[src/gpcg_pkg.sv]
`default_nettype none
package gpcg_pkg;
  localparam int GPCG_PORTS = 3;
  localparam int GPCG_W = 8;
  localparam int GPCG_AW = 8;
  // register offsets, index 0 = port B, 1 = port C, 2 = port D
  localparam logic [2:0][7:0] GPCG_DATA_OFS = {8'hA2, 8'h9E, 8'h9A};
  localparam logic [2:0][7:0] GPCG_DIR_OFS = {8'hA3, 8'h9F, 8'h9B};
  localparam logic [2:0][7:0] GPCG_SELA_OFS = {8'hA4, 8'hA0, 8'h9C};
  localparam logic [2:0][7:0] GPCG_SELB_OFS = {8'hA5, 8'hA1, 8'h9D};
  localparam logic [7:0] GPCG_GATE_OFS = 8'hDB;
  // gate bit of port B; C and D follow upward
  localparam int GPCG_GATE_B_BIT = 5;
  localparam logic [7:0] GPCG_GATE_WMASK = 8'hEF;
  localparam logic [7:0] GPCG_GATE_RST = 8'h00;
  localparam logic [7:0] GPCG_DATA_RST = 8'h00;
  localparam logic [7:0] GPCG_DIR_RST = 8'hFF;
  localparam logic [7:0] GPCG_SELA_RST = 8'h00;
  localparam logic [7:0] GPCG_SELB_RST = 8'h00;
  localparam logic [7:0] GPCG_ZERO = 8'h00;
  localparam logic [7:0] GPCG_ONES = 8'hFF;

  typedef struct packed {
    logic [7:0] addr;
    logic [7:0] wdata;
    logic wr;
    logic rd;
  } gpcg_bus_req_t;

  typedef struct packed {
    logic [7:0] out;
    logic [7:0] oe_n;
  } gpcg_drive_t;
endpackage
`default_nettype wire

[src/gpcg_top.sv]
// Local design decision: strobed register access.
`timescale 1ns/1ns
`default_nettype none
// Behaviour
// RQ1: three identical 8-bit ports B, C, D give 24 pins.
// RQ2: pin mode comes from same bit of data, direction, select-a, select-b.
// RQ3: reading the data register returns synchronised pin levels.
// RQ4: reset leaves every pin a plain input with no interrupt.
// RQ5: mode 1 drives the data bit push-pull.
// RQ6: mode 2 releases the pin; it is an input.
// RQ7: mode 3 open-drain low on 0; mode 4 open-source high on 1.
// RQ8: mode 5 is reserved and releases the pin.
// RQ9: mode 6 releases pin, requests on both edges.
// RQ10: mode 7 hands value and enable to the alternate function.
// RQ11: mode 8 releases pin, level request low or high per data bit.
// RQ12: mode 9 releases pin, falling or rising edge per data bit.
// RQ13: reset clears all clock-gate bits.
// RQ14: gate bit 1 stops the peripheral, 0 restores it.
// RQ15: a gated port ignores register reads and writes.
// RQ16: gate bits 7, 6, 5 stop ports D, C, B.
// RQ17: in edge modes writing 1 clears the request, 0 does nothing.
// RQ18: level request needs level held two cycles, stays while held.
// RQ19: alternate function sees the pin only after synchronisation.
// RQ20: each pin has its own request line, only in interrupt modes.
module gpcg_top #(
  parameter int NUM_PORTS = gpcg_pkg::GPCG_PORTS,
  parameter int PORT_W = gpcg_pkg::GPCG_W
) (
  input wire logic clk,
  input wire logic rst,
  input wire gpcg_pkg::gpcg_bus_req_t bus_req,
  output logic [7:0] rd_data,
  input wire logic [NUM_PORTS-1:0][PORT_W-1:0] pin_in,
  output logic [NUM_PORTS-1:0][PORT_W-1:0] pin_out,
  output logic [NUM_PORTS-1:0][PORT_W-1:0] pin_oe_n,
  input wire gpcg_pkg::gpcg_drive_t [NUM_PORTS-1:0] alt_drive,
  output logic [NUM_PORTS-1:0][PORT_W-1:0] alt_in,
  output logic [NUM_PORTS-1:0][PORT_W-1:0] irq,
  output logic [7:0] gate_state
);

  // offsets and the gate map only exist for three byte-wide ports
  if (NUM_PORTS != gpcg_pkg::GPCG_PORTS || PORT_W != gpcg_pkg::GPCG_W) begin : g_chk
    $error("gpcg_top supports exactly three 8-bit ports");
  end

  function automatic logic hit(
    input logic [7:0] addr,
    input logic [7:0] ofs
  );
    logic r;
    r = 1'b0;
    if (addr == ofs) begin
      r = 1'b1;
    end
    return r;
  endfunction

  logic [7:0] gate_q;
  logic [7:0] gate_d;
  logic [7:0] rd_data_q;
  logic [7:0] rd_mux;
  logic gate_hit;
  logic [NUM_PORTS-1:0][7:0] port_rd;

  assign gate_hit = hit(bus_req.addr, gpcg_pkg::GPCG_GATE_OFS);

  // gate register is never gated itself, so a port can always be revived
  assign gate_d = (bus_req.wr && gate_hit)
    ? (bus_req.wdata & gpcg_pkg::GPCG_GATE_WMASK) : gate_q; // RQ14

  always_ff @(posedge clk) begin
    if (rst) begin
      gate_q <= gpcg_pkg::GPCG_GATE_RST; // RQ13
    end else begin
      gate_q <= gate_d;
    end
  end

  always_comb begin
    rd_mux = gpcg_pkg::GPCG_ZERO;
    if (gate_hit) begin
      rd_mux = gate_q;
    end
    for (int i = 0; i < NUM_PORTS; i++) begin
      rd_mux = rd_mux | port_rd[i];
    end
  end

  // data only in the cycle after the read strobe, zero otherwise
  always_ff @(posedge clk) begin
    if (rst) begin
      rd_data_q <= gpcg_pkg::GPCG_ZERO;
    end else if (bus_req.rd) begin
      rd_data_q <= rd_mux;
    end else begin
      rd_data_q <= gpcg_pkg::GPCG_ZERO;
    end
  end

  assign rd_data = rd_data_q;
  assign gate_state = gate_q;

  for (genvar p = 0; p < NUM_PORTS; p++) begin : g_port // RQ1
    logic port_on;
    logic hit_data;
    logic hit_dir;
    logic hit_sela;
    logic hit_selb;
    logic wr_data;
    logic [7:0] sync1_q;
    logic [7:0] sync2_q;
    logic [7:0] prev_q;
    logic [7:0] data_q;
    logic [7:0] data_d;
    logic [7:0] dir_q;
    logic [7:0] sela_q;
    logic [7:0] selb_q;
    logic [7:0] edge_q;
    logic [7:0] edge_d;
    logic [7:0] out_q;
    logic [7:0] oe_n_q;
    logic [7:0] alt_in_q;
    logic [7:0] irq_q;
    logic [7:0] m_push;
    logic [7:0] m_drain;
    logic [7:0] m_source;
    logic [7:0] m_dual;
    logic [7:0] m_alt;
    logic [7:0] m_level;
    logic [7:0] m_single;
    logic [7:0] m_edge;
    logic [7:0] rise;
    logic [7:0] fall;
    logic [7:0] edge_set;
    logic [7:0] edge_clr;
    logic [7:0] level_req;
    logic [7:0] drive_en;
    logic [7:0] drive_val;

    assign port_on = ~gate_q[gpcg_pkg::GPCG_GATE_B_BIT + p]; // RQ16
    // a gated port answers nothing: reads give zero, writes are lost
    assign hit_data = port_on && hit(bus_req.addr, gpcg_pkg::GPCG_DATA_OFS[p]); // RQ15
    assign hit_dir = port_on && hit(bus_req.addr, gpcg_pkg::GPCG_DIR_OFS[p]); // RQ15
    assign hit_sela = port_on && hit(bus_req.addr, gpcg_pkg::GPCG_SELA_OFS[p]); // RQ15
    assign hit_selb = port_on && hit(bus_req.addr, gpcg_pkg::GPCG_SELB_OFS[p]); // RQ15
    assign wr_data = bus_req.wr && hit_data;

    assign port_rd[p] = hit_data ? sync2_q // RQ3
      : hit_dir ? dir_q
      : hit_sela ? sela_q
      : hit_selb ? selb_q
      : gpcg_pkg::GPCG_ZERO;

    // mode decode, bitwise per pin
    assign m_push = ~selb_q & ~sela_q & ~dir_q; // RQ2
    assign m_drain = ~selb_q & sela_q & ~dir_q;
    assign m_source = ~selb_q & sela_q & dir_q;
    assign m_dual = selb_q & ~sela_q & ~dir_q & data_q;
    assign m_alt = selb_q & ~sela_q & dir_q;
    assign m_level = selb_q & sela_q & ~dir_q;
    assign m_single = selb_q & sela_q & dir_q;
    assign m_edge = m_dual | m_single;

    // modes 2, 5, 6, 8, 9 fall through to released
    assign drive_en = m_push // RQ5
      | (m_drain & ~data_q) // RQ7
      | (m_source & data_q) // RQ7
      | (m_alt & ~alt_drive[p].oe_n); // RQ10
    assign drive_val = (m_alt & alt_drive[p].out) | (~m_alt & data_q); // RQ10

    assign rise = sync2_q & ~prev_q;
    assign fall = ~sync2_q & prev_q;
    assign edge_set = (m_dual & (rise | fall)) // RQ9
      | (m_single & ((data_q & rise) | (~data_q & fall))); // RQ12
    assign edge_clr = wr_data ? bus_req.wdata : gpcg_pkg::GPCG_ZERO; // RQ17
    // set wins over a clear in the same cycle; leaving edge mode drops it
    assign edge_d = (edge_set | (edge_q & ~edge_clr)) & m_edge; // RQ20
    // two consecutive samples at the selected level
    assign level_req = m_level & ~(sync2_q ^ data_q) & ~(prev_q ^ data_q); // RQ18

    // in edge modes a 0 write neither clears nor moves the mode bit
    assign data_d = wr_data
      ? ((bus_req.wdata & ~m_edge) | ((data_q | bus_req.wdata) & m_edge)) // RQ17
      : data_q;

    // first stage feeds only the second
    always_ff @(posedge clk) begin
      if (rst) begin
        sync1_q <= gpcg_pkg::GPCG_ZERO;
        sync2_q <= gpcg_pkg::GPCG_ZERO;
      end else begin
        sync1_q <= pin_in[p];
        sync2_q <= sync1_q;
      end
    end

    // a gated port freezes: no edges seen, outputs held
    always_ff @(posedge clk) begin
      if (rst) begin
        prev_q <= gpcg_pkg::GPCG_ZERO;
      end else if (port_on) begin
        prev_q <= sync2_q;
      end
    end

    always_ff @(posedge clk) begin
      if (rst) begin
        data_q <= gpcg_pkg::GPCG_DATA_RST;
        dir_q <= gpcg_pkg::GPCG_DIR_RST; // RQ4
        sela_q <= gpcg_pkg::GPCG_SELA_RST; // RQ4
        selb_q <= gpcg_pkg::GPCG_SELB_RST; // RQ4
      end else begin
        data_q <= data_d;
        if (bus_req.wr && hit_dir) begin
          dir_q <= bus_req.wdata;
        end
        if (bus_req.wr && hit_sela) begin
          sela_q <= bus_req.wdata;
        end
        if (bus_req.wr && hit_selb) begin
          selb_q <= bus_req.wdata;
        end
      end
    end

    always_ff @(posedge clk) begin
      if (rst) begin
        edge_q <= gpcg_pkg::GPCG_ZERO;
        irq_q <= gpcg_pkg::GPCG_ZERO; // RQ4
      end else if (port_on) begin
        edge_q <= edge_d;
        irq_q <= edge_d | level_req; // RQ11
      end
    end

    always_ff @(posedge clk) begin
      if (rst) begin
        out_q <= gpcg_pkg::GPCG_ZERO;
        oe_n_q <= gpcg_pkg::GPCG_ONES; // RQ6
        alt_in_q <= gpcg_pkg::GPCG_ZERO;
      end else if (port_on) begin
        out_q <= drive_val;
        oe_n_q <= ~drive_en; // RQ8
        alt_in_q <= sync2_q; // RQ19
      end
    end

    assign pin_out[p] = out_q;
    assign pin_oe_n[p] = oe_n_q;
    assign alt_in[p] = alt_in_q;
    assign irq[p] = irq_q;
  end

endmodule // gpcg_top
`default_nettype wire

[config.mk]
export PLATFORM = sky130hd
export DESIGN_NAME = gpcg_top
export DESIGN_NICKNAME = d
export VERILOG_FILES = /design/src/gpcg_pkg.sv /design/src/gpcg_top.sv
export SDC_FILE = /design/constraint.sdc
export NUM_CORES = 1
export LEC_CHECK = 0
export ABC_AREA = 1
export BUFFER_PORTS_ARGS = -buffer_cell sky130_fd_sc_hd__buf_2
export CAP_MARGIN = 25
export CELL_PAD_IN_SITES_DETAIL_PLACEMENT = 0
export CELL_PAD_IN_SITES_GLOBAL_PLACEMENT = 1
export CORE_ASPECT_RATIO = 0.75
export CORE_UTILIZATION = 44
export CTS_CLUSTER_DIAMETER = 200
export CTS_CLUSTER_SIZE = 16
export DETAILED_ROUTE_END_ITERATION = 6
export GPL_ROUTABILITY_DRIVEN = 0
export GPL_TIMING_DRIVEN = 0
export HOLD_SLACK_MARGIN = 0.15
export MAX_ROUTING_LAYER = met4
export PLACE_DENSITY = 0.88
export SLEW_MARGIN = 20
export SYNTH_ARGS = -nofsm -noshare
export SYNTH_HDL_FRONTEND = slang
export SYNTH_SLANG_ARGS = --single-unit
export TNS_END_PERCENT = 100
[constraint.sdc]
create_clock -name clk -period 2.25 [get_ports clk]
set_input_delay 0.225 -clock clk [delete_from_list [all_inputs] [get_ports clk]]
set_output_delay 0.225 -clock clk [all_outputs]
set_load 0.01 [all_outputs]
==> flow_summary_export.csv, run 1 <==
group,metric,value,unit
run_status,status,"finished clean",
timing,final_hold_viol_count,0,
floorplan,io-pin-count,204,
timing,worst_pin_slew,1.09,ns
logic_synthesis,synthMostInstantiatedCell,"o21ai_0",
clock_network,ctsRootBufferMaster,"clkbuf_16",
logic_synthesis,syn-cell-area,0.0141,sq mm
floorplan,rows,56,
timing,slew_headroom,27.6,%
clock_network,clk_pin_slew_worst_paths,0.08,ns
cells_and_area,n_antenna_cell,0,
pwr,finalPower,0.00932,W
setup_path,cp.required,2.68,ns
grt,grt_max_degree,17,
clock_network,htreeDepth,1,
grt,grt_usage,32.2,%
timing,fin_crit_sh,94.0,%
logic_synthesis,avgSynthCellArea,6.80,sq um
timing,setup_violations,0,
setup_path,crit_slowest_cell,"clkbuf_1",
logic_synthesis,yosys.area.top_type,"dfxtp_1",
place,placedCellCount,2678,
setup_path,cp.arrival,2.54,ns
logic_synthesis,synth_cells,2070,
clock_network,cts_buffers,21,
grt,grt_pass1_wl,77.9,mm
logic_synthesis,syn-num-nets,2210,
cells_and_area,finish.instance_area,0.0170,sq mm
clock_network,cts_setup_buffers,0,
logic_synthesis,yosys-top-cells-area,"dfxtp_1 40%, o21ai_0 11%, inv_1 8.0%, nand2_1 7.3%, nor2_1 6.9%",
pwr,power_density,550,mW/mm^2
logic_synthesis,yosysTopAreaCellShare,39.7,%
cells_and_area,final_nets,2516,
timing,fmax,473,MHz
logic_synthesis,async_reset_ff_share,0,%
clock_network,cts_tree,"built",
grt,antenna_found_initial,1,
timing,rsz0062_at_grt,"false",
timing,maxSlewViolCount,0,
setup_path,slowest_delay,0.42,ns
logic_synthesis,ys_warn_count,0,
setup_path,crit_chain,"inv_1 -> clkbuf_1 -> nand3_1 -> o21ai_0 -> nor2_1 -> nand2_1 -> nor2_1 -> nor2_1",
place,postPlaceCellArea,0.0156,sq mm
routing,drt-pass1-iter-count,7,
clock_network,clock_sinks,279,
clock_network,clk_latency,0.55,ns
logic_synthesis,ys_ff_latch,279,
routing,via_per_inst,5.51,
floorplan,die_width,209,um
cells_and_area,area_delta_synth_final,20.5,%
pwr,leakage,7.85,nW
pwr,ir_worst_vdd,0.364,mV
hold_path,hp-class,"primary input to register",
place,hpwl,39.1,mm
routing,wl,52.6,mm
floorplan,dieHeight,157,um
setup_path,cp-start-kind,"register",
floorplan,start_util,44.8,%
clock_network,post_cts_resized,0,
routing,vias,15300,
routing,drcViolationCount,0,
timing,finalSetupTns,0,ns
logic_synthesis,ys_types,29,
floorplan,core-area,0.0314,sq mm
place,numPortBuffers,202,
routing,wl_per_cell,18.9,um
grt,overflow,0,
grt,grt_pass1_vias,13400,
cells_and_area,fin_util,54.0,%
logic_synthesis,synth-edff-count,0,
logic_synthesis,yosysSeqAreaShare,39.7,%
routing,drt_iter0_drc,1770,
clock_network,cts_buffer_depth,3,
logic_synthesis,yosys-top-cells-count,"313 x o21ai_0, 299 x inv_1, 279 x dfxtp_1",
floorplan,dieArea,0.0327,sq mm
cells_and_area,fin_cells,2782,
logic_synthesis,synth_ff_type,"dfxtp_1",
setup_path,cp-end-kind,"register",
setup_path,path_max_fanout,10,
cells_and_area,fill_cells,3180,
timing,fin_skew,0.0221,ns
routing,ant_nets,0,
cells_and_area,layout-drive-gt1-share,11.8,%
timing,fin_crit,2.12,ns
setup_path,cp_common_cell,"nor2_1",
run,maxCapViolCount,0,
setup_path,crit_type,"register to register",
## layout by cell type (no fill, tap or decap)
| master | instances |
|---|---|
| nand2_4 | 1 |
| buf_2 | 217 |
| o21ai_0 | 313 |
| o21ai_1 | 1 |
| inv_1 | 299 |
| o31ai_1 | 10 |
| nand2_2 | 11 |
| nand4_1 | 36 |
| nand2_1 | 275 |
| nor3_1 | 20 |
| a21oi_1 | 190 |
| dfxtp_1 | 279 |
| buf_6 | 1 |
| inv_2 | 1 |
| nand3_1 | 178 |
| buf_4 | 7 |
| conb_1 | 1 |
| nand3_2 | 1 |
| or2_2 | 2 |
| o22a_1 | 21 |
| clkbuf_16 | 21 |
| nor2_4 | 6 |
| o211ai_1 | 18 |
| a31oi_1 | 1 |
| inv_8 | 1 |
| buf_1 | 7 |
| clkbuf_1 | 59 |
| dlygate4sd3_1 | 79 |
| ha_1 | 48 |
| inv_6 | 1 |
| nor2_1 | 260 |
| and2_1 | 1 |
| buf_8 | 2 |
| nor2_2 | 8 |
## per-layer routing
metal / part of all wire (%) / routed length, um / vias to the layer above / GRT usage (%)
met2: 43 / 22600 / 728 / 48.6
met5: 0 / 0 / - / -
met1: 45 / 23400 / 7125 / 44.6
li1: - / - / 7394 / -
met3: 9.8 / 5180 / 93 / 5.19
met4: 2.6 / 1370 / 0 / 8.33
## repair_timing
item / CTS / global route
setup endpoints to repair: 0 / 0
hold buffers: 79 / 0
endpoints found under the hold margin: 84 / 0
## path summary, 6_finish.rpt
| kind | to | slack, ns | startpoint | depth (start not counted) |
|---|---|---|---|---|
| max | rd_data[6]$_SDFF_PP0_ | 0.13 | gate_state[7]$_SDFFE_PP0P_ | 8 |
| min | g_port[1].out_q[3]$_SDFFE_PP0N_ | 0.22 | alt_drive[27] | 5 |
| max reg2reg | rd_data[6]$_SDFF_PP0_ | 0.13 | gate_state[7]$_SDFFE_PP0P_ | 8 |
| min reg2reg | g_port[0].sync2_q[2]$_SDFF_PP0_ | 0.40 | g_port[0].sync1_q[2]$_SDFF_PP0_ | 2 |
## sequential cells by signal, indices dropped and copies added, names as in the netlist
name / count
g_port.out_q: 24
rd_data: 8
g_port.edge_q: 24
g_port.data_q: 24
g_port.alt_in_q: 16
gate_state: 7
g_port.selb_q: 24
g_port.sync1_q: 24
g_port.sela_q: 24
g_port.irq_q: 24
g_port.prev_q: 8
g_port.dir_q: 24
g_port.sync2_q: 24
g_port.oe_n_q: 24
## kinds of logic (layout without fill, tap and decap cells)
group           count (synthesis)  in the layout  synth area share (%)
simple gates                  799            799                  24.5
compound gates                554            554                  20.8
buf+inv                       389            695                  10.7
fa+ha+maj                      48             48                  4.27
flops                         279            279                  39.7
other cells                     1              1                0.0266
## through the flow
stage | worst slack, ns | hold slack, ns
4_1_cts | 0.245 | 0.209
2_1_floorplan | 0.718 | 0.332
3_5_place_dp | 0.0280 | 0.392
6_report | 0.135 | 0.225
3_3_place_gp | 0.0718 | 0.392
5_1_grt | 0.0978 | 0.234
## area by class of cell
| type | instances | area [sq um] | area share (%) |
|---|---|---|---|
| well taps | 406 | 508 | 2.99 |
| inverters | 300 | 1130 | 6.64 |
| plain buffers | 89 | 387 | 2.28 |
| multi-input cells | 1402 | 6980 | 41.1 |
| clock buffers | 21 | 526 | 3.10 |
| repair buffers | 283 | 1830 | 10.8 |
| clock inverters | 2 | 20.0 | 0.118 |
| flip-flops and latches | 279 | 5590 | 32.9 |
## where the power goes
part           switching, W  leakage [nW]  total (W)  internal [W]
Clock               0.00185         0.269    0.00353       0.00168
Sequential        0.0000521          2.26    0.00505       0.00499
Combinational      0.000461          5.32   0.000746      0.000285
## critical path, delay by kind of cell (launching register included)
family | cells | cell delay (ns)
AO/OA/AOI/OAI | 1 | 0.28
buffers and inverters | 2 | 0.54
flip-flops | 1 | 0.38
AND/OR/NAND/NOR | 5 | 0.79
Power figures use the tool's default switching activity.
==> run 2: changes to the inputs <==
--- a/config.mk
+++ b/config.mk
@@ -11,7 +11,7 @@
 export CELL_PAD_IN_SITES_DETAIL_PLACEMENT = 0
 export CELL_PAD_IN_SITES_GLOBAL_PLACEMENT = 1
 export CORE_ASPECT_RATIO = 0.75
-export CORE_UTILIZATION = 44
+export CORE_UTILIZATION = 41
 export CTS_CLUSTER_DIAMETER = 200
 export CTS_CLUSTER_SIZE = 16
 export DETAILED_ROUTE_END_ITERATION = 6
@@ -19,7 +19,8 @@
 export GPL_TIMING_DRIVEN = 0
 export HOLD_SLACK_MARGIN = 0.15
 export MAX_ROUTING_LAYER = met4
-export PLACE_DENSITY = 0.88
+export PLACE_DENSITY = 0.83
+export RECOVER_POWER = 100
 export SLEW_MARGIN = 20
 export SYNTH_ARGS = -nofsm -noshare
 export SYNTH_HDL_FRONTEND = slang
==> constraint.sdc (replaced) <==
create_clock -name clk -period 2.2 [get_ports clk]
set_input_delay 0.22 -clock clk [delete_from_list [all_inputs] [get_ports clk]]
set_output_delay 0.22 -clock clk [all_outputs]
set_load 0.01 [all_outputs]
==> run 2 against run 1 <==
  * Final area down 1.0%
  * Wire length up 1.9%
  * Largest cell class unchanged
  * Critical path depth unchanged
  * Largest power group unchanged
  * Via count down 2.0%
  * Global-route usage down 1.4 points
  * Worst setup slack worse by 0.060 ns
  * Sequential power up 2%
  * Sequential cell count unchanged
  * Utilization down 4.2 points
==> flow_summary_export.csv, run 2 (synthesized netlist as in run 1, its figures left out) <==
group,metric,value,unit
pwr,leakage,7.40,nW
setup_path,slowest_delay,0.44,ns
cells_and_area,n_antenna_cell,0,
timing,fin_crit_sh,96.6,%
setup_path,cp.required,2.63,ns
timing,maxSlewViolCount,0,
setup_path,path_max_fanout,10,
floorplan,core-area,0.0337,sq mm
setup_path,cp-start-kind,"register",
grt,overflow,0,
floorplan,rows,58,
run_status,status,"finished clean",
timing,fmax,471,MHz
cells_and_area,final_nets,2513,
cells_and_area,area_delta_synth_final,19.3,%
floorplan,io-pin-count,204,
clock_network,cts_setup_buffers,0,
timing,fin_skew,0.0303,ns
timing,fin_crit,2.12,ns
grt,antenna_found_initial,1,
timing,setup_violations,0,
clock_network,clk_latency,0.56,ns
clock_network,cts_buffer_depth,3,
setup_path,r2r_setup_slack,0.08,ns
routing,ant_nets,0,
routing,via_per_inst,5.33,
place,postPlaceCellArea,0.0157,sq mm
cells_and_area,layout_common_cells,"314 x o21ai_0, 298 x inv_1, 279 x dfxtp_1",
timing,worst_pin_slew,1.16,ns
routing,wl,53.5,mm
grt,grt_pass1_wl,80.1,mm
setup_path,crit_slowest_cell,"clkbuf_1",
run,maxCapViolCount,0,
grt,grt_pass1_vias,13800,
setup_path,cp_common_cell,"nor2_1",
clock_network,clock_sinks,279,
setup_path,cp-end-kind,"register",
timing,rsz0062_at_grt,"false",
cells_and_area,final_common_cell,"o21ai_0",
grt,grt_max_degree,17,
hold_path,hp-class,"primary input to register",
clock_network,ctsRootBufferMaster,"clkbuf_16",
place,hpwl,40.2,mm
cells_and_area,layout-drive-gt1-share,6.36,%
cells_and_area,finish.instance_area,0.0168,sq mm
pwr,power_density,569,mW/mm^2
setup_path,path_buf_inv,2,
grt,grt_usage,30.8,%
floorplan,start_util,41.8,%
setup_path,crit_chain,"inv_1 -> clkbuf_1 -> nand3_1 -> o21ai_0 -> nor2_1 -> nand2_1 -> nor2_1 -> nor2_1",
clock_network,cts_tree,"built",
routing,wl_per_cell,19.0,um
place,pre_cts_slack,-0.00687,ns
floorplan,die_width,216,um
clock_network,clk_pin_slew_worst_paths,0.09,ns
clock_network,cts_buffers,21,
place,numPortBuffers,202,
setup_path,crit_type,"register to register",
timing,timing.final.ws_setup,0.0752,ns
floorplan,dieArea,0.0351,sq mm
routing,drt_iter0_drc,1451,
clock_network,htreeDepth,1,
pwr,ir_worst_vdd,0.457,mV
routing,vias,15000,
floorplan,dieHeight,162,um
routing,drt-pass1-iter-count,5,
setup_path,critPathTopFamily,"simple AND/OR/NAND/NOR gates",
timing,final_hold_viol_count,0,
timing,slew_headroom,23.0,%
setup_path,cp.arrival,2.56,ns
routing,drcViolationCount,0,
run 2: cell count changes in the layout (fill, tap and decap cells not counted), moves of 2 or more:
cell and change:
nor2_1 +5, clkbuf_2 +7, nand2_1 +3, clkbuf_1 +123, buf_1 -3, nor2_2 -3
nor2_4 -2, buf_2 -124, buf_4 -3, nand2_2 -3, buf_8 -2
run 2: power by group:
group | total, W | internal, W | leakage [nW] | switching (W)
Clock | 0.00364 | 0.00171 | 0.269 | 0.00193
Combinational | 0.000750 | 0.000280 | 4.87 | 0.000470
Sequential | 0.00516 | 0.00511 | 2.26 | 0.0000550
Total | 0.00955 | 0.00710 | 7.40 | 0.00245
run 2: worst register-to-register path: stages, from the launching register on:
cell and delay, ns:
dfxtp_1 0.39, inv_1 0.12, clkbuf_1 0.44, nand3_1 0.34, o21ai_0 0.24, nor2_1 0.11, nand2_1 0.07, nor2_1 0.04
nor2_1 0.23
run 2: worst paths after layout:
kind / from / to / depth (start not counted)
worst max-delay path: gate_state[7]$_SDFFE_PP0P_ / rd_data[6]$_SDFF_PP0_ / 8
worst min-delay path: alt_drive[40] / g_port[2].out_q[0]$_SDFFE_PP0N_ / 5
worst max register to register: gate_state[7]$_SDFFE_PP0P_ / rd_data[6]$_SDFF_PP0_ / 8
worst min register to register: g_port[1].sync1_q[7]$_SDFF_PP0_ / g_port[1].sync2_q[7]$_SDFF_PP0_ / 2
run 2: repair_timing:
action / 4_1_cts / 5_1_grt
endpoints found under the setup margin: 0 / 1
hold buffers: 78 / 0
gates resized for setup: 0 / 1
endpoints found under the hold margin: 84 / 0
run 2: routing by layer:
layer  wire, um  part of all wire (%)  up-vias  global-route usage (%)
met5          0                     0        -                       -
met4       2090                   3.9        0                    10.6
met3       5030                   9.4      103                    5.68
met2      22500                    42      612                    45.9
met1      23900                    45     6926                    41.7
li1           -                     -     7395                       -
run 2: area by class of cell:
class / instances / area (sq um)
tap: 450 / 563
clock buffer: 21 / 526
clock inverter: 2 / 20.0
multi-input combinational: 1402 / 6950
buffer: 89 / 374
inverter: 300 / 1130
sequential: 279 / 5590
fill: 3493 / 16900
timing repair buffer: 280 / 1650
run 2: stage by stage:
step | utilization (%) | cells | hold WS, ns | setup TNS, ns | power, W
6_report | 49.9 | 2823 | 0.174 | 0 | 0.00955
5_1_grt | 49.9 | 2823 | 0.211 | 0 | 0.00984
4_1_cts | 50.4 | 2823 | 0.157 | 0 | 0.00960
3_5_place_dp | 46.5 | 2722 | 0.392 | -0.00687 | 0.00591
3_3_place_gp | 46.5 | 2722 | 0.391 | 0 | 0.00590
2_1_floorplan | - | 2070 | 0.327 | 0 | 0.00559
==> run 3: changes to the inputs <==
--- a/config.mk
+++ b/config.mk
@@ -19,7 +19,7 @@
 export GPL_TIMING_DRIVEN = 0
 export HOLD_SLACK_MARGIN = 0.15
 export MAX_ROUTING_LAYER = met4
-export PLACE_DENSITY = 0.83
+export PLACE_DENSITY = 0.9
 export RECOVER_POWER = 100
 export SLEW_MARGIN = 20
 export SYNTH_ARGS = -nofsm -noshare
==> run 3 against run 2 <==
  * Worst setup slack improved by 0.00069 ns
  * Sequential share of layout area barely moved
  * Clock-buffer cell count did not move
  * Worst hold slack got worse by 0.050 ns
  * Non-clock buffer count fell by 2
  * Clock power fell by 1%
  * Die area did not move
  * Final area barely moved
==> flow_summary_export.csv, run 3 (synthesized netlist as in run 1, its figures left out) <==
group,metric,value,unit
pwr,power_density,567,mW/mm^2
routing,drt_iter0_drc,1665,
timing,slew_headroom,25.5,%
clock_network,ctsRootBufferMaster,"clkbuf_16",
setup_path,path_buf_inv,2,
floorplan,start_util,41.8,%
place,hpwl,39.7,mm
setup_path,critPathTopFamily,"simple AND/OR/NAND/NOR gates",
pwr,pwr-share-seq,54.3,%
hold_path,hold_start,"alt_drive[12]",
setup_path,critPathLaunch,"gate_state[7]$_SDFFE_PP0P_",
clock_network,post_cts_resized,0,
floorplan,dieArea,0.0351,sq mm
floorplan,core-area,0.0337,sq mm
routing,wl,53.6,mm
clock_network,htreeDepth,1,
clock_network,cts_tree,"built",
setup_path,cp.required,2.63,ns
timing,rsz0062_at_grt,"false",
cells_and_area,final_common_cell,"o21ai_0",
timing,fin_crit_sh,96.6,%
setup_path,timing.rr.start,"gate_state[7]$_SDFFE_PP0P_",
timing,fin_skew,0.0210,ns
grt,grt_max_degree,17,
pwr,p_clk_share,37.8,%
grt,antenna_found_initial,4,
pwr,combPwrFrac,7.9,%
clock_network,cts_hold_buf,76,
pwr,ir_worst_vdd,0.376,mV
cells_and_area,final_nets,2511,
hold_path,hp-class,"primary input to register",
clock_network,clk_latency,0.54,ns
cells_and_area,area.sequential,0.00559,sq mm
routing,vias,15300,
clock_network,cts_buffers,21,
grt,overflow,0,
floorplan,rows,58,
timing,setup_violations,0,
clock_network,clock_sinks,279,
floorplan,die_width,216,um
run_status,status,"finished clean",
grt,grt_usage,30.6,%
floorplan,dieHeight,162,um
clock_network,clk_pin_slew_worst_paths,0.07,ns
setup_path,slowest_delay,0.43,ns
routing,wl_per_cell,19.0,um
timing,worst_pin_slew,1.12,ns
run,maxCapViolCount,0,
pwr,leakage,7.38,nW
cells_and_area,area_delta_synth_final,19.2,%
cells_and_area,finish.instance_area,0.0168,sq mm
clock_network,cts_setup_buffers,0,
routing,drt-pass1-iter-count,6,
pwr,switching_power,0.00241,W
routing,drcViolationCount,0,
place,postPlaceCellArea,0.0157,sq mm
setup_path,cp_common_cell,"nor2_1",
setup_path,path_max_fanout,10,
grt,grt_pass1_wl,80.1,mm
timing,fmax,471,MHz
pwr,swShare,25.4,%
timing,finalSetupTns,0,ns
routing,via_per_inst,5.42,
floorplan,io-pin-count,204,
timing,final_hold_viol_count,0,
grt,grt_pass1_vias,14000,
place,numPortBuffers,202,
setup_path,crit_chain,"inv_1 -> clkbuf_1 -> nand3_1 -> o21ai_0 -> nor2_1 -> nand2_1 -> nor2_1 -> nor2_1",
cells_and_area,fill_cells,3533,
timing,fin_crit,2.12,ns
setup_path,cp-start-kind,"register",
cells_and_area,layout_common_cells,"314 x o21ai_0, 299 x inv_1, 279 x nand2_1, 279 x dfxtp_1, 263 x nor2_1",
setup_path,crit_type,"register to register",
timing,maxSlewViolCount,0,
setup_path,cp-end-kind,"register",
setup_path,cp.arrival,2.56,ns
pwr,internal_power,0.00709,W
clock_network,cts_buffer_depth,3,
cells_and_area,layout-drive-gt1-share,6.24,%
routing,ant_nets,0,
cells_and_area,multiInputGateArea,0.00695,sq mm
setup_path,crit_slowest_cell,"clkbuf_1",
[run 3: changes by cell type in the layout (fill, tap and decap cells not counted), sizes merged]
cell,delta
buf,+4
clkbuf,-4
diode,+5
dlygate4sd3,-2
inv,-1
[run 3: worst paths after layout]
path,slack [ns],to,depth (start not counted)
min,0.12,g_port[0].out_q[4]$_SDFFE_PP0N_,5
min reg2reg,0.38,g_port[1].sync2_q[1]$_SDFF_PP0_,2
max reg2reg,0.08,rd_data[5]$_SDFF_PP0_,8
max,0.08,rd_data[5]$_SDFF_PP0_,8
[run 3: power by group through the flow]
stage | sequential, W | clock, W | combinational, W
2_1_floorplan | 0.00527 | 0 | 0.000323
3_3_place_gp | 0.00527 | 0 | 0.000620
3_5_place_dp | 0.00528 | 0 | 0.000632
4_1_cts | 0.00516 | 0.00364 | 0.000741
5_1_grt | 0.00517 | 0.00382 | 0.000812
6_report | 0.00516 | 0.00360 | 0.000750
[run 3: routing by layer]
metal / wire length (um) / vias up / global-route usage, %
li1: - / 7391 / -
met1: 23500 / 7092 / 41.6
met2: 22700 / 715 / 45.6
met3: 5280 / 118 / 4.99
met4: 2130 / 0 / 11.5
met5: 0 / - / -
[run 3: tightest hold or removal path, cell delays in order]
cell     delay (ns)
buf_2          0.08
nor2_1         0.03
a21oi_1        0.15
o21ai_0        0.10
inv_1          0.05
[run 3: cell type report]
| type | instances | share of cell area, % |
|---|---|---|
| Timing Repair Buffer | 278 | 9.69 |
| Clock inverter | 1 | 0.0671 |
| Antenna cell | 5 | 0.0746 |
| Multi-Input combinational cell | 1402 | 41.4 |
| Tap cell | 450 | 3.36 |
| Inverter | 300 | 6.71 |
| Buffer | 89 | 2.25 |
| Sequential cell | 279 | 33.3 |
| Clock buffer | 21 | 3.13 |
[run 3: through the flow]
stage	instances	util (%)	setup WS (ns)	total power [W]	hold slack, ns
after floorplan	2070	-	0.668	0.00559	0.327
after global placement	2722	46.5	0.0323	0.00589	0.392
after detailed placement	2722	46.5	0.00126	0.00591	0.394
after CTS	2820	50.3	0.216	0.00954	0.154
after global routing	2824	49.8	0.0570	0.00980	0.171
final	2825	49.8	0.0758	0.00951	0.124
